<file path="config.mk">
export PLATFORM = sky130hd
export DESIGN_NAME = pwr_rst_ctrl
export DESIGN_NICKNAME = d
export VERILOG_FILES = /design/src/verilog/pwr_rst_pkg.sv /design/src/verilog/pwr_rst_ctrl.sv
export SDC_FILE = /design/constraint.sdc
export NUM_CORES = 1
export LEC_CHECK = 0
export BUFFER_PORTS_ARGS = -buffer_cell sky130_fd_sc_hd__buf_2
export CAP_MARGIN = 20
export CORE_MARGIN = 3
export CORE_UTILIZATION = 50
export DETAILED_ROUTE_END_ITERATION = 8
export PLACE_DENSITY = 0.88
export SYNTH_ARGS = -nofsm -noshare
export SYNTH_HDL_FRONTEND = slang
export SYNTH_SLANG_ARGS = --single-unit
export TNS_END_PERCENT = 20
</file>
<file path="constraint.sdc">
create_clock -name CLOCK -period 2.6 [get_ports CLOCK]
set_input_delay 0.26 -clock CLOCK [delete_from_list [all_inputs] [get_ports CLOCK]]
set_output_delay 0.26 -clock CLOCK [all_outputs]
set_load 0.05 [all_outputs]
</file>
<file path="src/verilog/pwr_rst_pkg.sv">
// constants, types and the plain-words summary for the sleep, clock-gate and reset block
// How it works
// - sleep instruction sleeps only when sleep_arm set
// - kind code: idle, noise, power-down, standby
// - power_control bits 2 and 7 read zero
// - clock_gate upper four bits read zero
// - timer1 gate bit freezes and resumes timer1
// - timer0 gate bit freezes and resumes timer0
// - serial gate stops serial clock; software reinitialises
// - converter gate stops converter and comparator clock
// - any reset restores registers; start at vector
// - pins reset asynchronously on level sources; watchdog via its clocked pulse
// - internal reset stretched by delay count after sources
// - four sources: power-on, pin, watchdog, brown-out
// - power-on asserts at once; delay before release
// - long enough low pin resets, even clockless
// - pin rise starts delay, release after timeout
// - enabled brown-out asserts at once; delay on clear
// - watchdog gives one-cycle pulse; its fall starts delay
// - watchdog resets only while enabled
// - enabled watchdog runs in every sleep kind
// - deep sleep disables input buffers except wake pins
// - per-pin disable bits turn off input buffers
// - idle stops cpu and flash clocks only
// - noise sleep stops io, cpu and flash clocks
// - power-down stops oscillator and all clocks
// - standby keeps oscillator when XTAL_SEL set; then wakes in six cycles
package pwr_rst_pkg;
    localparam logic [7:0]  PWR_CTRL_IDX   = 8'h35;
    localparam logic [31:0] PWR_CTRL_ADDR  = {22'h0, PWR_CTRL_IDX, 2'h0};
    localparam logic [31:0] CLK_GATE_ADDR  = 32'h0000_0100;
    localparam logic [31:0] IN_DIS_ADDR    = 32'h0000_0104;
    localparam logic [7:0]  PWR_CTRL_RST   = 8'h00;
    localparam logic [7:0]  PWR_CTRL_WMASK = 8'h7b;
    localparam logic [7:0]  CLK_GATE_RST   = 8'h00;
    localparam logic [7:0]  CLK_GATE_WMASK = 8'h0f;
    localparam logic [15:0] IN_DIS_RST     = 16'h0000;
    localparam int SLEEP_ARM_BIT = 5;
    localparam int KIND_HI_BIT   = 4;
    localparam int KIND_LO_BIT   = 3;
    localparam int G_TIMER1_BIT  = 3;
    localparam int G_TIMER0_BIT  = 2;
    localparam int G_SERIAL_BIT  = 1;
    localparam int G_CONV_BIT    = 0;
    localparam int    CLOCK_MHZ       = 25;
    localparam int    STANDBY_WAKE_CY = 6;
    localparam logic [2:0] STANDBY_WAKE_N = 3'h6;
    localparam int    DELAY_W         = 16;
    localparam logic [1:0] HTRANS_NONSEQ = 2'h2;

    typedef enum logic [1:0] {
        KIND_IDLE    = 2'b00,
        KIND_NOISE   = 2'b01,
        KIND_PWRDOWN = 2'b10,
        KIND_STANDBY = 2'b11
    } kind_t;

    typedef enum logic [1:0] {
        ST_RUN   = 2'b00,
        ST_SLEEP = 2'b01,
        ST_WAKE  = 2'b10
    } pstate_t;

    typedef struct packed {
        logic cpu;
        logic flash;
        logic io;
        logic conv;
        logic osc;
        logic timer0;
        logic timer1;
        logic serial;
    } clk_en_t;

    typedef struct packed {
        logic       sel;
        logic       write;
        logic [31:0] addr;
    } ahb_ph_t;

    typedef struct packed {
        logic [7:0]  pwr_ctrl;
        logic [7:0]  clk_gate;
        logic [15:0] in_dis;
        ahb_ph_t     ph;
        pstate_t     st;
        kind_t       kind;
        logic [2:0]  wake_cnt;
        logic [DELAY_W-1:0] dly;
        logic        int_rst;
        logic        wd_pulse;
        logic        wd_hold;
        logic [31:0] rdata;
    } state_t;
endpackage

</file>
<file path="src/verilog/pwr_rst_ctrl.sv">
// sleep control, peripheral clock gating and reset combining with start-up delay
//
// Register access over AHB-Lite was left to the implementer.
`timescale 1ns/1ps
`default_nettype none
module pwr_rst_ctrl
(
    // clock and block reset
    input  wire logic        CLOCK,
    input  wire logic        RSTN,
    // ahb-lite slave
    input  wire logic        HSEL,
    input  wire logic [31:0] HADDR,
    input  wire logic [1:0]  HTRANS,
    input  wire logic        HWRITE,
    input  wire logic [2:0]  HSIZE,
    input  wire logic [31:0] HWDATA,
    input  wire logic        HREADY,
    output logic [31:0]      HRDATA,
    output logic             HREADYOUT,
    output logic             HRESP,
    // reset sources, active low where named _N
    input  wire logic        POR_N,
    input  wire logic        EXT_RST_N,
    input  wire logic        EXT_RST_EN,
    input  wire logic        BROWNOUT_N,
    input  wire logic        BROWNOUT_EN,
    input  wire logic        WD_EXPIRE,
    input  wire logic        WD_ENABLE,
    input  wire logic [pwr_rst_pkg::DELAY_W-1:0] STARTUP_TIMEOUT,
    // cpu side
    input  wire logic        SLEEP_INSTR,
    input  wire logic        WAKE_REQ,
    input  wire logic        XTAL_SEL,
    input  wire logic [15:0] WAKE_PIN_MASK,
    // outputs
    output logic             INT_RST,
    output logic             PIN_RST,
    output logic             SLEEPING,
    output pwr_rst_pkg::clk_en_t CLK_EN,
    output logic             WD_RUN,
    output logic [15:0]      IN_BUF_EN
);
    pwr_rst_pkg::state_t s_reg;
    pwr_rst_pkg::state_t s_next;
    logic src_n;
    logic any_src;
    logic deep;
    logic wr_ok;
    logic rd_hit;

    // level sources combine asynchronously; watchdog pulse is synchronous
    assign src_n   = POR_N & (EXT_RST_N | ~EXT_RST_EN)
                     & (BROWNOUT_N | ~BROWNOUT_EN);
    assign any_src = ~src_n | s_reg.wd_pulse;
    assign PIN_RST = ~src_n | s_reg.wd_pulse;

    always_comb
    begin
        s_next = s_reg;
        s_next.wd_pulse = 1'b0;
        // watchdog pulse lasts one clock, and only while enabled
        if (WD_EXPIRE && WD_ENABLE && !s_reg.wd_hold)
        begin
            s_next.wd_pulse = 1'b1;
        end
        s_next.wd_hold = WD_EXPIRE & WD_ENABLE;
        // delay counter: reload while a source is active, count down after
        if (any_src)
        begin
            s_next.dly     = STARTUP_TIMEOUT;
            s_next.int_rst = 1'b1;
        end
        else if (s_reg.dly != '0)
        begin
            s_next.dly     = s_reg.dly - 1'b1;
            s_next.int_rst = 1'b1;
        end
        else
        begin
            s_next.int_rst = 1'b0;
        end
        if (s_reg.int_rst)
        begin
            // registers held at initial values during internal reset
            s_next.pwr_ctrl = pwr_rst_pkg::PWR_CTRL_RST;
            s_next.clk_gate = pwr_rst_pkg::CLK_GATE_RST;
            s_next.in_dis   = pwr_rst_pkg::IN_DIS_RST;
            s_next.st       = pwr_rst_pkg::ST_RUN;
            s_next.ph       = '0;
            s_next.rdata    = '0;
        end
        else
        begin
            // data phase of a captured write
            if (s_reg.ph.sel && s_reg.ph.write)
            begin
                unique case (s_reg.ph.addr)
                    pwr_rst_pkg::PWR_CTRL_ADDR:
                        s_next.pwr_ctrl = HWDATA[7:0] & pwr_rst_pkg::PWR_CTRL_WMASK;
                    pwr_rst_pkg::CLK_GATE_ADDR:
                        s_next.clk_gate = HWDATA[7:0] & pwr_rst_pkg::CLK_GATE_WMASK;
                    pwr_rst_pkg::IN_DIS_ADDR:
                        s_next.in_dis = HWDATA[15:0];
                    default:
                        s_next.in_dis = s_reg.in_dis;
                endcase
            end
            s_next.ph.sel   = wr_ok;
            s_next.ph.write = HWRITE;
            s_next.ph.addr  = HADDR;
            s_next.rdata    = '0;
            if (rd_hit)
            begin
                unique case (HADDR)
                    pwr_rst_pkg::PWR_CTRL_ADDR: s_next.rdata = {24'h0, s_reg.pwr_ctrl};
                    pwr_rst_pkg::CLK_GATE_ADDR: s_next.rdata = {24'h0, s_reg.clk_gate};
                    pwr_rst_pkg::IN_DIS_ADDR:   s_next.rdata = {16'h0, s_reg.in_dis};
                    default:                    s_next.rdata = 32'h0;
                endcase
            end
            // sleep sequencing
            unique case (s_reg.st)
                pwr_rst_pkg::ST_RUN:
                    if (SLEEP_INSTR && s_reg.pwr_ctrl[pwr_rst_pkg::SLEEP_ARM_BIT])
                    begin
                        s_next.st   = pwr_rst_pkg::ST_SLEEP;
                        s_next.kind = pwr_rst_pkg::kind_t'(s_reg.pwr_ctrl[
                            pwr_rst_pkg::KIND_HI_BIT:pwr_rst_pkg::KIND_LO_BIT]);
                    end
                pwr_rst_pkg::ST_SLEEP:
                    if (WAKE_REQ)
                    begin
                        if (s_reg.kind == pwr_rst_pkg::KIND_STANDBY && XTAL_SEL)
                        begin
                            s_next.st       = pwr_rst_pkg::ST_WAKE;
                            s_next.wake_cnt = pwr_rst_pkg::STANDBY_WAKE_N - 3'h1;
                        end
                        else
                        begin
                            s_next.st = pwr_rst_pkg::ST_RUN;
                        end
                    end
                pwr_rst_pkg::ST_WAKE:
                    if (s_reg.wake_cnt == 3'h0)
                    begin
                        s_next.st = pwr_rst_pkg::ST_RUN;
                    end
                    else
                    begin
                        s_next.wake_cnt = s_reg.wake_cnt - 3'h1;
                    end
                default:
                    s_next.st = pwr_rst_pkg::ST_RUN;
            endcase
        end
    end

    assign wr_ok  = HSEL & HREADY & (HTRANS == pwr_rst_pkg::HTRANS_NONSEQ) & HWRITE;
    assign rd_hit = HSEL & HREADY & (HTRANS == pwr_rst_pkg::HTRANS_NONSEQ) & ~HWRITE;

    always_ff @(posedge CLOCK or negedge RSTN)
    begin
        if (!RSTN)
        begin
            s_reg          <= '0;
            s_reg.int_rst  <= 1'b1;
        end
        else
        begin
            s_reg <= s_next;
        end
    end

    // clock enables per sleep kind and per gate bit
    logic sl;
    logic noio;
    logic noconv;
    assign sl     = (s_reg.st != pwr_rst_pkg::ST_RUN);
    assign noio   = sl & (s_reg.kind != pwr_rst_pkg::KIND_IDLE);
    assign noconv = sl & (s_reg.kind[1]);
    assign deep   = noio & noconv;
    always_comb
    begin
        CLK_EN.cpu    = ~sl;
        CLK_EN.flash  = ~sl;
        CLK_EN.io     = ~noio;
        CLK_EN.conv   = ~noconv & ~s_reg.clk_gate[pwr_rst_pkg::G_CONV_BIT];
        CLK_EN.osc    = ~(sl && s_reg.kind == pwr_rst_pkg::KIND_PWRDOWN)
                        & ~(sl && s_reg.kind == pwr_rst_pkg::KIND_STANDBY
                            && !XTAL_SEL);
        CLK_EN.timer0 = ~noio & ~s_reg.clk_gate[pwr_rst_pkg::G_TIMER0_BIT];
        CLK_EN.timer1 = ~noio & ~s_reg.clk_gate[pwr_rst_pkg::G_TIMER1_BIT];
        CLK_EN.serial = ~noio & ~s_reg.clk_gate[pwr_rst_pkg::G_SERIAL_BIT];
    end

    assign WD_RUN    = WD_ENABLE;
    assign IN_BUF_EN = ~s_reg.in_dis & ({16{~deep}} | WAKE_PIN_MASK);
    assign INT_RST   = s_reg.int_rst;
    assign SLEEPING  = sl;
    assign HRDATA    = s_reg.rdata;
    assign HREADYOUT = 1'b1;
    assign HRESP     = 1'b0;

    // checks
    AST_ARM_GATES: assert property (@(posedge CLOCK) disable iff (!RSTN)
        (s_reg.st == pwr_rst_pkg::ST_RUN && SLEEP_INSTR && !s_reg.int_rst
         && !s_reg.pwr_ctrl[pwr_rst_pkg::SLEEP_ARM_BIT]) |=> !SLEEPING)
        else $error("slept without arm");
    AST_KIND_CAPT: assert property (@(posedge CLOCK) disable iff (!RSTN)
        (s_reg.st == pwr_rst_pkg::ST_RUN && $rose(SLEEPING) == 1'b0 && !s_reg.int_rst
         && SLEEP_INSTR && s_reg.pwr_ctrl[pwr_rst_pkg::SLEEP_ARM_BIT])
        |=> s_reg.kind == $past(s_reg.pwr_ctrl[4:3]))
        else $error("wrong sleep kind");
    AST_PC_RSVD: assert property (@(posedge CLOCK) disable iff (!RSTN)
        s_reg.pwr_ctrl[7] == 1'b0 && s_reg.pwr_ctrl[2] == 1'b0)
        else $error("reserved control bit set");
    AST_CG_RSVD: assert property (@(posedge CLOCK) disable iff (!RSTN)
        s_reg.clk_gate[7:4] == 4'h0)
        else $error("reserved gate bit set");
    AST_T1_GATE: assert property (@(posedge CLOCK) disable iff (!RSTN)
        s_reg.clk_gate[3] |-> !CLK_EN.timer1)
        else $error("timer1 clock not gated");
    AST_T0_GATE: assert property (@(posedge CLOCK) disable iff (!RSTN)
        s_reg.clk_gate[2] |-> !CLK_EN.timer0)
        else $error("timer0 clock not gated");
    AST_SER_GATE: assert property (@(posedge CLOCK) disable iff (!RSTN)
        s_reg.clk_gate[pwr_rst_pkg::G_SERIAL_BIT] |-> !CLK_EN.serial)
        else $error("serial clock not gated");
    AST_CONV_GATE: assert property (@(posedge CLOCK) disable iff (!RSTN)
        s_reg.clk_gate[pwr_rst_pkg::G_CONV_BIT] |-> !CLK_EN.conv)
        else $error("converter clock not gated");
    AST_WD_PULSE: assert property (@(posedge CLOCK) disable iff (!RSTN)
        s_reg.wd_pulse |=> !s_reg.wd_pulse)
        else $error("watchdog pulse too long");
    AST_WD_EN: assert property (@(posedge CLOCK) disable iff (!RSTN)
        !WD_ENABLE |=> !s_reg.wd_pulse)
        else $error("watchdog reset while disabled");
    AST_WD_SLEEP: assert property (@(posedge CLOCK) disable iff (!RSTN)
        (SLEEPING && WD_ENABLE) |-> WD_RUN)
        else $error("watchdog stopped in sleep");
    // internal reset must outlast the last source by at least the minimum count
    AST_DELAY: assert property (@(posedge CLOCK) disable iff (!RSTN)
        ($fell(any_src) && STARTUP_TIMEOUT >= 16'h0002)
        |-> INT_RST ##1 INT_RST ##1 INT_RST)
        else $error("reset released before delay");
    AST_REG_INIT: assert property (@(posedge CLOCK) disable iff (!RSTN)
        INT_RST |=> (s_reg.pwr_ctrl == pwr_rst_pkg::PWR_CTRL_RST
                     && s_reg.clk_gate == pwr_rst_pkg::CLK_GATE_RST
                     && s_reg.in_dis == pwr_rst_pkg::IN_DIS_RST))
        else $error("register not initial during reset");
    AST_POR_RST: assert property (@(posedge CLOCK) disable iff (!RSTN)
        !POR_N |-> PIN_RST ##1 INT_RST)
        else $error("power-on reset not immediate");
    AST_EXT_RST: assert property (@(posedge CLOCK) disable iff (!RSTN)
        (!EXT_RST_N && EXT_RST_EN) |-> PIN_RST ##1 INT_RST)
        else $error("pin reset ignored");
    AST_EXT_OFF: assert property (@(posedge CLOCK) disable iff (!RSTN)
        (!EXT_RST_EN && POR_N && (BROWNOUT_N || !BROWNOUT_EN) && !s_reg.wd_pulse)
        |-> !PIN_RST)
        else $error("disabled source caused reset");
    AST_BOD_RST: assert property (@(posedge CLOCK) disable iff (!RSTN)
        (!BROWNOUT_N && BROWNOUT_EN) |-> PIN_RST ##1 INT_RST)
        else $error("brown-out reset ignored");
    AST_IDLE_CLK: assert property (@(posedge CLOCK) disable iff (!RSTN)
        (SLEEPING && s_reg.kind == pwr_rst_pkg::KIND_IDLE)
        |-> (!CLK_EN.cpu && !CLK_EN.flash && CLK_EN.io && CLK_EN.osc))
        else $error("idle clocks wrong");
    AST_NOISE_CLK: assert property (@(posedge CLOCK) disable iff (!RSTN)
        (SLEEPING && s_reg.kind == pwr_rst_pkg::KIND_NOISE)
        |-> (!CLK_EN.io && !CLK_EN.cpu && !CLK_EN.flash && CLK_EN.osc
             && CLK_EN.conv == !s_reg.clk_gate[pwr_rst_pkg::G_CONV_BIT]))
        else $error("noise sleep clocks wrong");
    AST_PWRDN_CLK: assert property (@(posedge CLOCK) disable iff (!RSTN)
        (SLEEPING && s_reg.kind == pwr_rst_pkg::KIND_PWRDOWN) |-> CLK_EN == '0)
        else $error("clock running in power-down");
    AST_STBY_OSC: assert property (@(posedge CLOCK) disable iff (!RSTN)
        (SLEEPING && s_reg.kind == pwr_rst_pkg::KIND_STANDBY && XTAL_SEL)
        |-> (CLK_EN.osc && !CLK_EN.io))
        else $error("standby oscillator wrong");
    // six cycles in the wake state: sampled high six times, low on the seventh
    AST_STBY_WAKE: assert property (@(posedge CLOCK) disable iff (!RSTN)
        (s_reg.st == pwr_rst_pkg::ST_WAKE && !s_reg.int_rst
         && s_reg.wake_cnt == pwr_rst_pkg::STANDBY_WAKE_N - 3'h1)
        |-> SLEEPING [*6] ##1 (!SLEEPING || s_reg.int_rst))
        else $error("standby wake not six cycles");
    AST_DEEP_BUF: assert property (@(posedge CLOCK) disable iff (!RSTN)
        deep |-> ((IN_BUF_EN & ~WAKE_PIN_MASK) == 16'h0))
        else $error("input buffer on in deep sleep");
    AST_IN_DIS: assert property (@(posedge CLOCK) disable iff (!RSTN)
        (IN_BUF_EN & s_reg.in_dis) == 16'h0)
        else $error("disabled input buffer on");
    COV_SLEEP: cover property (@(posedge CLOCK) disable iff (!RSTN) $rose(SLEEPING));
    COV_WD: cover property (@(posedge CLOCK) disable iff (!RSTN) s_reg.wd_pulse);
    COV_STBY: cover property (@(posedge CLOCK) disable iff (!RSTN)
        s_reg.st == pwr_rst_pkg::ST_WAKE);
    COV_REL: cover property (@(posedge CLOCK) disable iff (!RSTN) $fell(INT_RST));
    COV_DEEP: cover property (@(posedge CLOCK) disable iff (!RSTN) deep);
endmodule
`default_nettype wire

</file>
==> results by group, run 1 <==
Critical path
  – Max incr delay on CP: 0.55 ns
  – Critical Path End Type: flip-flop
  – Crit start category: flip-flop
  – Critical path class: flip-flop to flip-flop
  – CP arrival: 2.50 ns
  – CP Max Fanout: 6
  – CP Buf/Inv Count: 1
  – Cells along the critical path: inv_1 > ha_1 > nor3b_1 > nand4_1 > o311a_1 > a221o_1
  – CP max stage cell: nor3b_1
  – WP data required: 2.85 ns
  – Delay-heaviest family, CP: simple AND/OR/NAND/NOR gates

Place
  – Dpl ws: 0.3805 ns
  – Post-placement cell count: 746
  – Hpwl dp: 8.953 mm
  – I/O Buffers: 140
  – Placed cell area: 5724 um^2
  – Gpl congestion: 0.8332

Final layout
  – Post-Layout Cell Count: 763
  – Commonest non-fill, non-tap cells in the layout: 139 x buf_2, 101 x dfrtp_1, 60 x nor2_1
  – Max FFs per register: 85
  – Nets@finish: 745
  – Layout cells sized above 1: 31.11%
  – N_diodes: 0
  – Design area: 5949 um^2
  – Most common cell after layout, fill and taps aside: buf_2
  – Area delta synth->final: 17.49%

STA
  – Worst Max-Slew Pin Slew: 0.7149 ns
  – Fmax: 0.4458 GHz
  – Setup Viol. Count Final: 0
  – Final Hold Fails: 0
  – Clk_skew: 0.01610 ns
  – Final period utilization: 86.28%
  – RSZ-0062 raised after global routing: false
  – Final setup margin: 0.3567 ns
  – Period minus WS final: 2.243 ns
  – Pins Over Slew Limit: 0
  – TNS Setup: 0 ns
  – Worst slew margin: 52.34%

Synth
  – Synth top area cells: dfrtp_1 50%, buf_4 5.5%, nor2_1 4.4%
  – Cell area after synthesis: 5064 um^2
  – Synth warn: 0
  – Seq/Total Area, Yosys: 50.43%
  – Synthesized flop and latch total: 102
  – Async S/R FF share, synth: 100.0%
  – EDFF count, synth: 0
  – Avg Inst Size Synth: 10.09 um^2
  – Unique masters post-synth: 53
  – Cell taking the most area after synthesis: dfrtp_1
  – Mapped Cells: 502
  – Main synth FF type: dfrtp_1
  – Synth top area share: 49.91%

Global routing
  – Initial antenna violation count: 0
  – Vias in the first global route: 3,986
  – Largest net degree at the start of global routing: 48
  – First-pass GRT wire length: 18.99 mm
  – GR Overflow Total: 0
  – Overall Global Routing Usage: 20.77%

Floorplanning
  – Die area: 11,370 um^2
  – Horiz. Die Dim: 106.6 um
  – Die Y: 106.6 um
  – Core area: 9819 um^2
  – Num ports: 178
  – Rows: 36
  – Initial Util: 51.57%

Clocking
  – Post-CTS Resized: 0
  – H-Tree Depth: 3
  – CTS clk-pin slew, worst paths: 0.10 ns
  – CTS Sinks: 102
  – Max clock buf depth: 2
  – CTS Buf Count: 9
  – Later-pin clock latency in the skew report: 0.36 ns
  – CTS tree: done
  – Root buffer cell: clkbuf_8
  – Setup bufs post-CTS: 0

Route
  – Routed len/inst: 15.44 um
  – Drt pass-1 iters: 6
  – Avg Vias per Cell: 5.494
  – Post-Route WL: 11.78 mm
  – Initial DRC Count: 253
  – Via count: 4,192
  – Drc violations: 0
  – Remaining antenna violation count: 0

Power and ir drop
  – Part of the power in registers: 55.0%
  – Pleak: 2.779 nW
  – Psw: 0.0007594 W
  – PwrDens: 501.7 nW/um^2
  – Combinational share of power: 9.7%
  – Clk pwr share: 35.3%
  – Pint: 0.002226 W
  – Peak VDD IR: 0.2474 mV
  – Switching share of power: 25.44%

Run status
  – Status: finished clean

Worst hold path
  – Hold Crit Class: input port to flip-flop

Run
  – Max-cap violations: 0
## logic make-up after synthesis
logic type                 synth area share, %
adders and majority gates               0.9884
DFF                                      50.43
AOI/OAI and AO/OA                        9.983
buffers and inverters                    8.376
and+or+nand+nor                          26.81
muxes                                    2.916
other                                   0.1483
xor gates and xnor gates                0.3460
## layer usage
metal / vias up / track usage (%) / part of all wire (%)
met5: - / 0 / 0
met4: 0 / 4.840 / 1.1
met3: 11 / 4.997 / 10
met2: 225 / 34.40 / 47
met1: 1965 / 27.86 / 41
li1: 1991 / - / -
## metrics by stage
step                      util, %  total power (W)  hold slack (ns)
final                       60.59         0.002985          0.09357
after global routing        60.59         0.003105          0.08700
after CTS                   60.59         0.003012          0.07862
after detailed placement    58.30         0.001962           0.3088
after global placement      58.30         0.001951           0.2921
after floorplan                 -         0.001841         -0.03559
## synthesized netlist by cell type (2+ instances only)
cell / n
a21oi_1: 22
a221o_1: 3
a22oi_1: 4
a31oi_1: 9
a32oi_1: 3
and2_1: 12
and4_1: 2
buf_2: 3
buf_4: 37
clkbuf_1: 17
conb_1: 2
dfrtp_1: 101
ha_1: 4
inv_1: 11
mux2_2: 6
mux2i_1: 8
nand2_1: 13
nand2b_1: 16
nand3_1: 4
nand4_1: 25
nand4b_1: 4
nor2_1: 60
nor2b_1: 35
nor3_1: 13
nor3b_1: 2
nor4_1: 14
o211a_1: 2
o21ai_0: 6
o31ai_1: 22
or2_2: 3
or3_1: 6
or3b_2: 4
or4_1: 7
or4_4: 3
## path summary, 6_finish.rpt
kind | startpoint | endpoint | slack (ns) | cells past startpoint
setup / recovery | s_reg[35]$_DFFE_PN0P_ | s_reg[49]$_DFFE_PN0P_ | 0.36 | 6
hold / removal | WAKE_REQ | s_reg[56]$_DFFE_PN0P_ | 0.09 | 2
setup reg to reg | s_reg[35]$_DFFE_PN0P_ | s_reg[49]$_DFFE_PN0P_ | 0.36 | 6
hold reg to reg | s_reg[32]$_DFF_PN0_ | s_reg[33]$_DFF_PN0_ | 0.42 | 1
max in group asynchronous | RSTN | INT_RST$_DFF_PN1_ | 1.31 | 3
min in group asynchronous | RSTN | HRDATA[2]$_DFF_PN0_ | 0.44 | 2
## power by group through the flow
stage	clock, W	combinational, W	sequential (W)
floorplan	0	0.000176	0.00166
global placement	0	0.000280	0.00167
detailed placement	0	0.000291	0.00167
CTS	0.00108	0.000293	0.00164
global route	0.00114	0.000320	0.00165
finish	0.00105	0.000291	0.00164
## cell type report
type / count / area (um^2)
repair buffers: 155 / 818.3
clock buffers: 11 / 151.4
fillers: 862 / 3870
clock inverters: 5 / 63.81
well taps: 133 / 166.4
flip-flops and latches: 102 / 2554
inverters: 11 / 41.29
multi-input cells: 346 / 2155
## worst reg2reg max path: stages (launching register included)
cell	delay (ns)
dfrtp_1	0.40
inv_1	0.12
ha_1	0.19
nor3b_1	0.55
nand4_1	0.28
o311a_1	0.35
a221o_1	0.26
## what timing repair did
item | in CTS | in global routing
hold buffers | 1 | 0
endpoints found under the hold margin | 45 | 0
setup endpoints to repair | 0 | 0
(Power assumes the default switching activity.)
==> run 2, diff against run 1 <==
Settings changed: ABC_AREA set to 1, CORE_UTILIZATION 50 to 45, GPL_ROUTABILITY_DRIVEN set to 1, PLACE_DENSITY 0.88 to 0.81.
==> run 2 against run 1 <==
First-iteration DRC count is 38% higher. Core utilization is 6.2 points lower. Total power is 8.5% higher. Fmax is 0.94% lower. Sequential power hardly changed. Clock skew is 0.0042 ns lower. Critical endpoint is now IN_BUF_EN[15]. Largest cell class unchanged.
==> results by group, run 2 <==
Run status
  – Status: finished clean

Power and ir drop
  – Peak VDD IR: 0.4784 mV
  – PwrDens: 519.2 nW/um^2
  – Pleak: 3.337 nW

Final layout
  – Area delta synth->final: 17.59%
  – Nets@finish: 931
  – N_diodes: 0
  – Fillers: 1,087
  – Layout cells sized above 1: 24.05%
  – Most common cell after layout, fill and taps aside: buf_2
  – Final Util: 54.40%
  – Multi-input gate area: 2026 um^2
  – Commonest non-fill, non-tap cells in the layout: 139 x buf_2, 125 x nor2_1, 121 x nand2_1
  – Design area: 6238 um^2
  – Register Area: 2554 um^2
  – Max FFs per register: 85

Global routing
  – First-pass GRT wire length: 19.17 mm
  – GR Overflow Total: 0
  – Largest net degree at the start of global routing: 54
  – Overall Global Routing Usage: 18.28%
  – Vias in the first global route: 4,132
  – Initial antenna violation count: 0

Floorplanning
  – Initial Util: 46.26%
  – Horiz. Die Dim: 114.6 um
  – Die area: 13,130 um^2
  – Rows: 39
  – Num ports: 178
  – Die Y: 114.6 um
  – Core area: 11,470 um^2

Critical path
  – Crit start category: flip-flop
  – Worst r2r src: s_reg[62]$_DFF_PN0_
  – Most Frequent Cell on Critical Path: inv_1
  – Reg-to-reg endpoint: s_reg[104]$_DFFE_PN0P_
  – CP Buf/Inv Count: 3
  – Max incr delay on CP: 0.41 ns
  – Cells along the critical path: nor2_2 > nor2_1 > inv_1 > o21ai_0 > inv_1 > buf_2
  – WP data required: 2.34 ns
  – CP arrival: 2.00 ns
  – R2r worst-path depth: 6
  – Reg2Reg Setup Slack: 0.87 ns
  – CP Max Fanout: 16
  – Crit path depth: 6
  – Critical path class: flip-flop to output pin
  – CP max stage cell: inv_1
  – Delay-heaviest family, CP: buffers and inverters
  – Critical Path End Type: output pin

Synth
  – Compound-Gate Fraction of Synth Area: 5.094%
  – Mapped Cells: 690
  – Synth warn: 0
  – Synthesized flop and latch total: 102
  – Synth top area share: 47.64%
  – Async S/R FF share, synth: 100.0%
  – Most frequent cells after synthesis: 129 x nor2_1, 121 x nand2_1, 105 x inv_1
  – Top-count cell post-synth: nor2_1
  – Cell taking the most area after synthesis: dfrtp_1
  – Synth top area cells: dfrtp_1 48%, nor2_1 9.1%, nand2_1 8.6%
  – Largest family of logic cells by synthesized area: simple AND/OR/NAND/NOR gates
  – Post-Synth Adder-Cell Area: 0.9434%
  – Simple-Gate Fraction of Synth Area: 29.29%
  – Cell area after synthesis: 5305 um^2
  – Avg Inst Size Synth: 7.689 um^2
  – Post-synthesis mux area share: 0%
  – Main synth FF type: dfrtp_1
  – Unique masters post-synth: 40
  – Seq/Total Area, Yosys: 48.14%
  – EDFF count, synth: 0
  – XOR/XNOR share of the synthesized area: 1.321%

Worst hold path
  – Hold Crit Endpoint: s_reg[56]$_DFFE_PN0P_
  – WHS Path Cells: 2
  – Hold Startpoint: WAKE_REQ
  – Hold Crit Class: input port to flip-flop

STA
  – Worst Max-Slew Pin Slew: 0.6825 ns
  – RSZ-0062 raised after global routing: false
  – Period minus WS final: 2.265 ns
  – Fin Hold WS: 0.1087 ns
  – Clk_skew: 0.01188 ns
  – Final setup margin: 0.3355 ns
  – Final period utilization: 87.10%
  – Worst slew margin: 54.35%
  – Pins Over Slew Limit: 0
  – TNS Setup: 0 ns
  – Final Hold Fails: 0
  – Setup Viol. Count Final: 0
  – Fmax: 0.4416 GHz

Clocking
  – CTS clk-pin slew, worst paths: 0.07 ns
  – CTS tree: done
  – H-Tree Depth: 3
  – CTS Buf Count: 9
  – Setup bufs post-CTS: 0
  – Post-CTS Resized: 0
  – # hold bufs at CTS: 1
  – CTS Sinks: 102
  – Max clock buf depth: 2
  – Root buffer cell: clkbuf_16
  – Later-pin clock latency in the skew report: 0.35 ns

Run
  – Max-cap violations: 0

Place
  – Placed cell area: 5948 um^2
  – Gpl congestion: 0.8731
  – I/O Buffers: 140
  – Hpwl dp: 8.910 mm
  – Dpl ws: 0.7178 ns

Route
  – Routed len/inst: 12.34 um
  – Drt pass-1 iters: 4
  – Remaining antenna violation count: 0
  – Avg Vias per Cell: 4.692
  – Initial DRC Count: 348
  – Drc violations: 0
  – Via count: 4,495
  – Post-Route WL: 11.82 mm
run 2: changes by cell type after synthesis, moves of 13 or more:
cell	change
nor4_1	-13
a21oi_1	-13
nor2b_1	-35
nand2_1	+108
nand4_1	-20
nand2b_1	-16
inv_1	+94
nor2_1	+69
o31ai_1	-21
nand3_1	+56
run 2: power by group:
| part | internal, W | switching [W] | total (W) | leakage [nW] |
|---|---|---|---|---|
| clock | 0.000663 | 0.000619 | 0.00128 | 0.132 |
| combinational | 0.000113 | 0.000206 | 0.000319 | 1.85 |
| sequential | 0.00161 | 0.0000258 | 0.00164 | 1.36 |
| total | 0.00239 | 0.000851 | 0.00324 | 3.34 |
run 2: cells by family after synthesis:
family,count (synthesis)
AND/OR/NAND/NOR,357
adder cells (fa/ha/maj),4
other,2
XOR/XNOR,8
buffers and inverters,169
AO/OA/AOI/OAI,48
flip-flops,102
run 2: metal layers:
layer | share of wire (%) | GRT usage [%] | up-vias | wire length [um]
met5 | 0 | 0 | - | 0
met4 | 1.5 | 4.988 | 0 | 180
met3 | 6.0 | 4.334 | 15 | 710
met2 | 49 | 30.31 | 128 | 5787
met1 | 44 | 24.02 | 2053 | 5146
li1 | - | - | 2299 | -
run 2: worst max path at each step:
stage,start,to
final,s_reg[56]$_DFFE_PN0P_,IN_BUF_EN[15]
after global routing,s_reg[56]$_DFFE_PN0P_,IN_BUF_EN[1]
after CTS,s_reg[56]$_DFFE_PN0P_,IN_BUF_EN[15]
after detailed placement,s_reg[56]$_DFFE_PN0P_,IN_BUF_EN[15]
after global placement,s_reg[56]$_DFFE_PN0P_,IN_BUF_EN[15]
after floorplan,s_reg[56]$_DFFE_PN0P_,CLK_EN[0]
run 2: worst reg2reg max path, stage by stage (launching register included):
cell     delay [ns]
dfrtp_1        0.38
or2_1          0.25
nor3_2         0.12
nand3_2        0.11
nor3_4         0.54
nand3_1        0.17
nand2_1        0.10
run 2: layout make-up:
| cell class | count | share of cell area, % |
|---|---|---|
| multi-input cells | 435 | 32.47 |
| inverters | 119 | 7.240 |
| flip-flops and latches | 102 | 40.93 |
| repair buffers | 144 | 11.99 |
| clock inverters | 6 | 0.8825 |
| well taps | 143 | 2.868 |
| clock buffers | 9 | 3.610 |
run 2: per-stage QoR:
step,total power (W),std cells
6_report,0.003239,958
5_1_grt,0.003380,958
4_1_cts,0.003267,958
3_5_place_dp,0.001987,942
3_3_place_gp,0.001981,942
2_1_floorplan,0.001872,706
==> run 3, diff against run 2 <==
Clock period 2.6 ns to 2.5 ns, I/O delays scaled along.
==> run 3 against run 2 <==
Wire length is 0.91% lower. Total power is 4.2% higher. Core utilization is 0.11 points higher. Combinational power is 4% higher. Clock skew is 0.0032 ns lower. Register-to-register slack worse by 0.17 ns. First-iteration DRC count is 33% lower. Sequential cell count stayed put. Critical endpoint is now IN_BUF_EN[10]. Largest power group unchanged.
==> results by group, run 3 (synthesis results as in run 2) <==
Final layout
  – Multi-input gate area: 2031 um^2
  – Max FFs per register: 85
  – Most common cell after layout, fill and taps aside: buf_2
  – Commonest non-fill, non-tap cells in the layout: 139 x buf_2, 125 x nor2_1, 121 x nand2_1
  – Nets@finish: 932
  – Register Area: 2554 um^2
  – N_diodes: 0
  – Layout cells sized above 1: 24.14%
  – Area delta synth->final: 17.83%
  – Fillers: 1,081

Global routing
  – Initial antenna violation count: 0
  – GR Overflow Total: 0
  – First-pass GRT wire length: 18.71 mm
  – Vias in the first global route: 4,105
  – Overall Global Routing Usage: 17.93%
  – Largest net degree at the start of global routing: 53

Clocking
  – CTS Buf Count: 9
  – Max clock buf depth: 2
  – CTS clk-pin slew, worst paths: 0.07 ns
  – Post-CTS Resized: 0
  – Root buffer cell: clkbuf_16
  – CTS tree: done
  – Later-pin clock latency in the skew report: 0.34 ns
  – CTS Sinks: 102
  – H-Tree Depth: 3

Critical path
  – R2r worst-path depth: 7
  – Crit start category: flip-flop
  – WP data required: 2.25 ns
  – Worst r2r src: s_reg[33]$_DFF_PN0_
  – CP Max Fanout: 16
  – Reg-to-reg endpoint: s_reg[47]$_DFFE_PN0P_
  – Reg2Reg Setup Slack: 0.70 ns
  – CP arrival: 1.95 ns
  – CP startpoint: s_reg[56]$_DFFE_PN0P_
  – Critical path class: flip-flop to output pin
  – Critical Path End Type: output pin
  – CP endpoint: IN_BUF_EN[10]

STA
  – RSZ-0062 raised after global routing: false
  – Worst slew margin: 56.21%
  – Final Hold Fails: 0
  – Final period utilization: 87.88%
  – Worst Max-Slew Pin Slew: 0.6568 ns
  – Fin Hold WS: 0.09645 ns
  – TNS Setup: 0 ns
  – Pins Over Slew Limit: 0
  – Setup Viol. Count Final: 0
  – Period minus WS final: 2.197 ns
  – Fmax: 0.4552 GHz
  – Clk_skew: 0.008662 ns

Route
  – Drc violations: 0
  – Routed len/inst: 12.22 um
  – Initial DRC Count: 233
  – Via count: 4,463
  – Avg Vias per Cell: 4.654
  – Remaining antenna violation count: 0
  – Drt pass-1 iters: 5
  – Post-Route WL: 11.72 mm

Worst hold path
  – Hold Startpoint: WAKE_REQ
  – Hold Crit Class: input port to flip-flop

Power and ir drop
  – PwrDens: 540.0 nW/um^2
  – Pleak: 3.350 nW
  – Peak VDD IR: 0.5012 mV

Place
  – I/O Buffers: 140
  – Hpwl dp: 8.821 mm
  – Gpl congestion: 0.8595

Floorplanning
  – Initial Util: 46.26%
  – Rows: 39
  – Die Y: 114.6 um
  – Core area: 11,470 um^2
  – Horiz. Die Dim: 114.6 um
  – Die area: 13,130 um^2
  – Num ports: 178

Run
  – Max-cap violations: 0

Run status
  – Status: finished clean
## run 3: changes by cell type in the layout (fill, tap and decap cells not counted), sizes merged
cell	change
clkbuf	+1
clkinvlp	-1
buf	+1
## run 3: power by group
part | switching [W] | internal, W | leakage (nW)
clock | 0.000628 | 0.000710 | 0.137
sequential | 0.0000266 | 0.00168 | 1.36
combinational | 0.000215 | 0.000119 | 1.85
## run 3: per-stage QoR
stage | util, % | std cells | worst slack (ns) | instance area, um^2 | total power, W
after CTS | 54.51 | 959 | 0.2966 | 6251 | 0.003416
after floorplan | - | 706 | 0.1972 | 5384 | 0.001947
after global placement | 51.98 | 943 | 0.6908 | 5961 | 0.002062
after detailed placement | 51.98 | 943 | 0.6539 | 5961 | 0.002067
final | 54.51 | 959 | 0.3030 | 6251 | 0.003376
after global routing | 54.51 | 959 | 0.1604 | 6251 | 0.003515
## run 3: area by class of cell
cell class	instances	share of cell area (%)
flip-flops and latches	102	40.85
multi-input cells	435	32.49
repair buffers	145	12.09
inverters	119	7.226
clock buffers	10	3.823
well taps	143	2.862
clock inverters	5	0.6605
## run 3: timing repair
action	in CTS	in global routing
buffers inserted	0	0
hold endpoints to repair	50	0
hold buffers	1	0
## run 3: how the worst min path moves through the flow
stage / slack, ns / end / depth (start not counted)
after floorplan: -0.05 / HRDATA[0]$_DFF_PN0_ / 0
after CTS: 0.08 / s_reg[56]$_DFFE_PN0P_ / 2
after detailed placement: 0.32 / HRDATA[11]$_DFF_PN0_ / 1
after global routing: 0.09 / s_reg[56]$_DFFE_PN0P_ / 2
final: 0.1 / s_reg[56]$_DFFE_PN0P_ / 2
after global placement: 0.33 / s_reg[45]$_DFFE_PN0P_ / 1
## run 3: worst max-delay path: stages (launching register included)
cell,delay (ns)
dfrtp_1,0.42
nor2_4,0.18
nor2_1,0.09
inv_1,0.40
o21ai_0,0.19
inv_1,0.08
buf_2,0.25
## run 3: per-layer routing
metal / vias up / share of wire [%] / routed length, um / global-route usage [%]
met5: - / 0 / 0 / 0
met4: 0 / 1.7 / 202 / 5.859
met2: 149 / 49 / 5797 / 31.04
met1: 1997 / 43 / 5013 / 22.60
li1: 2301 / - / - / -
met3: 16 / 6.0 / 703 / 3.277
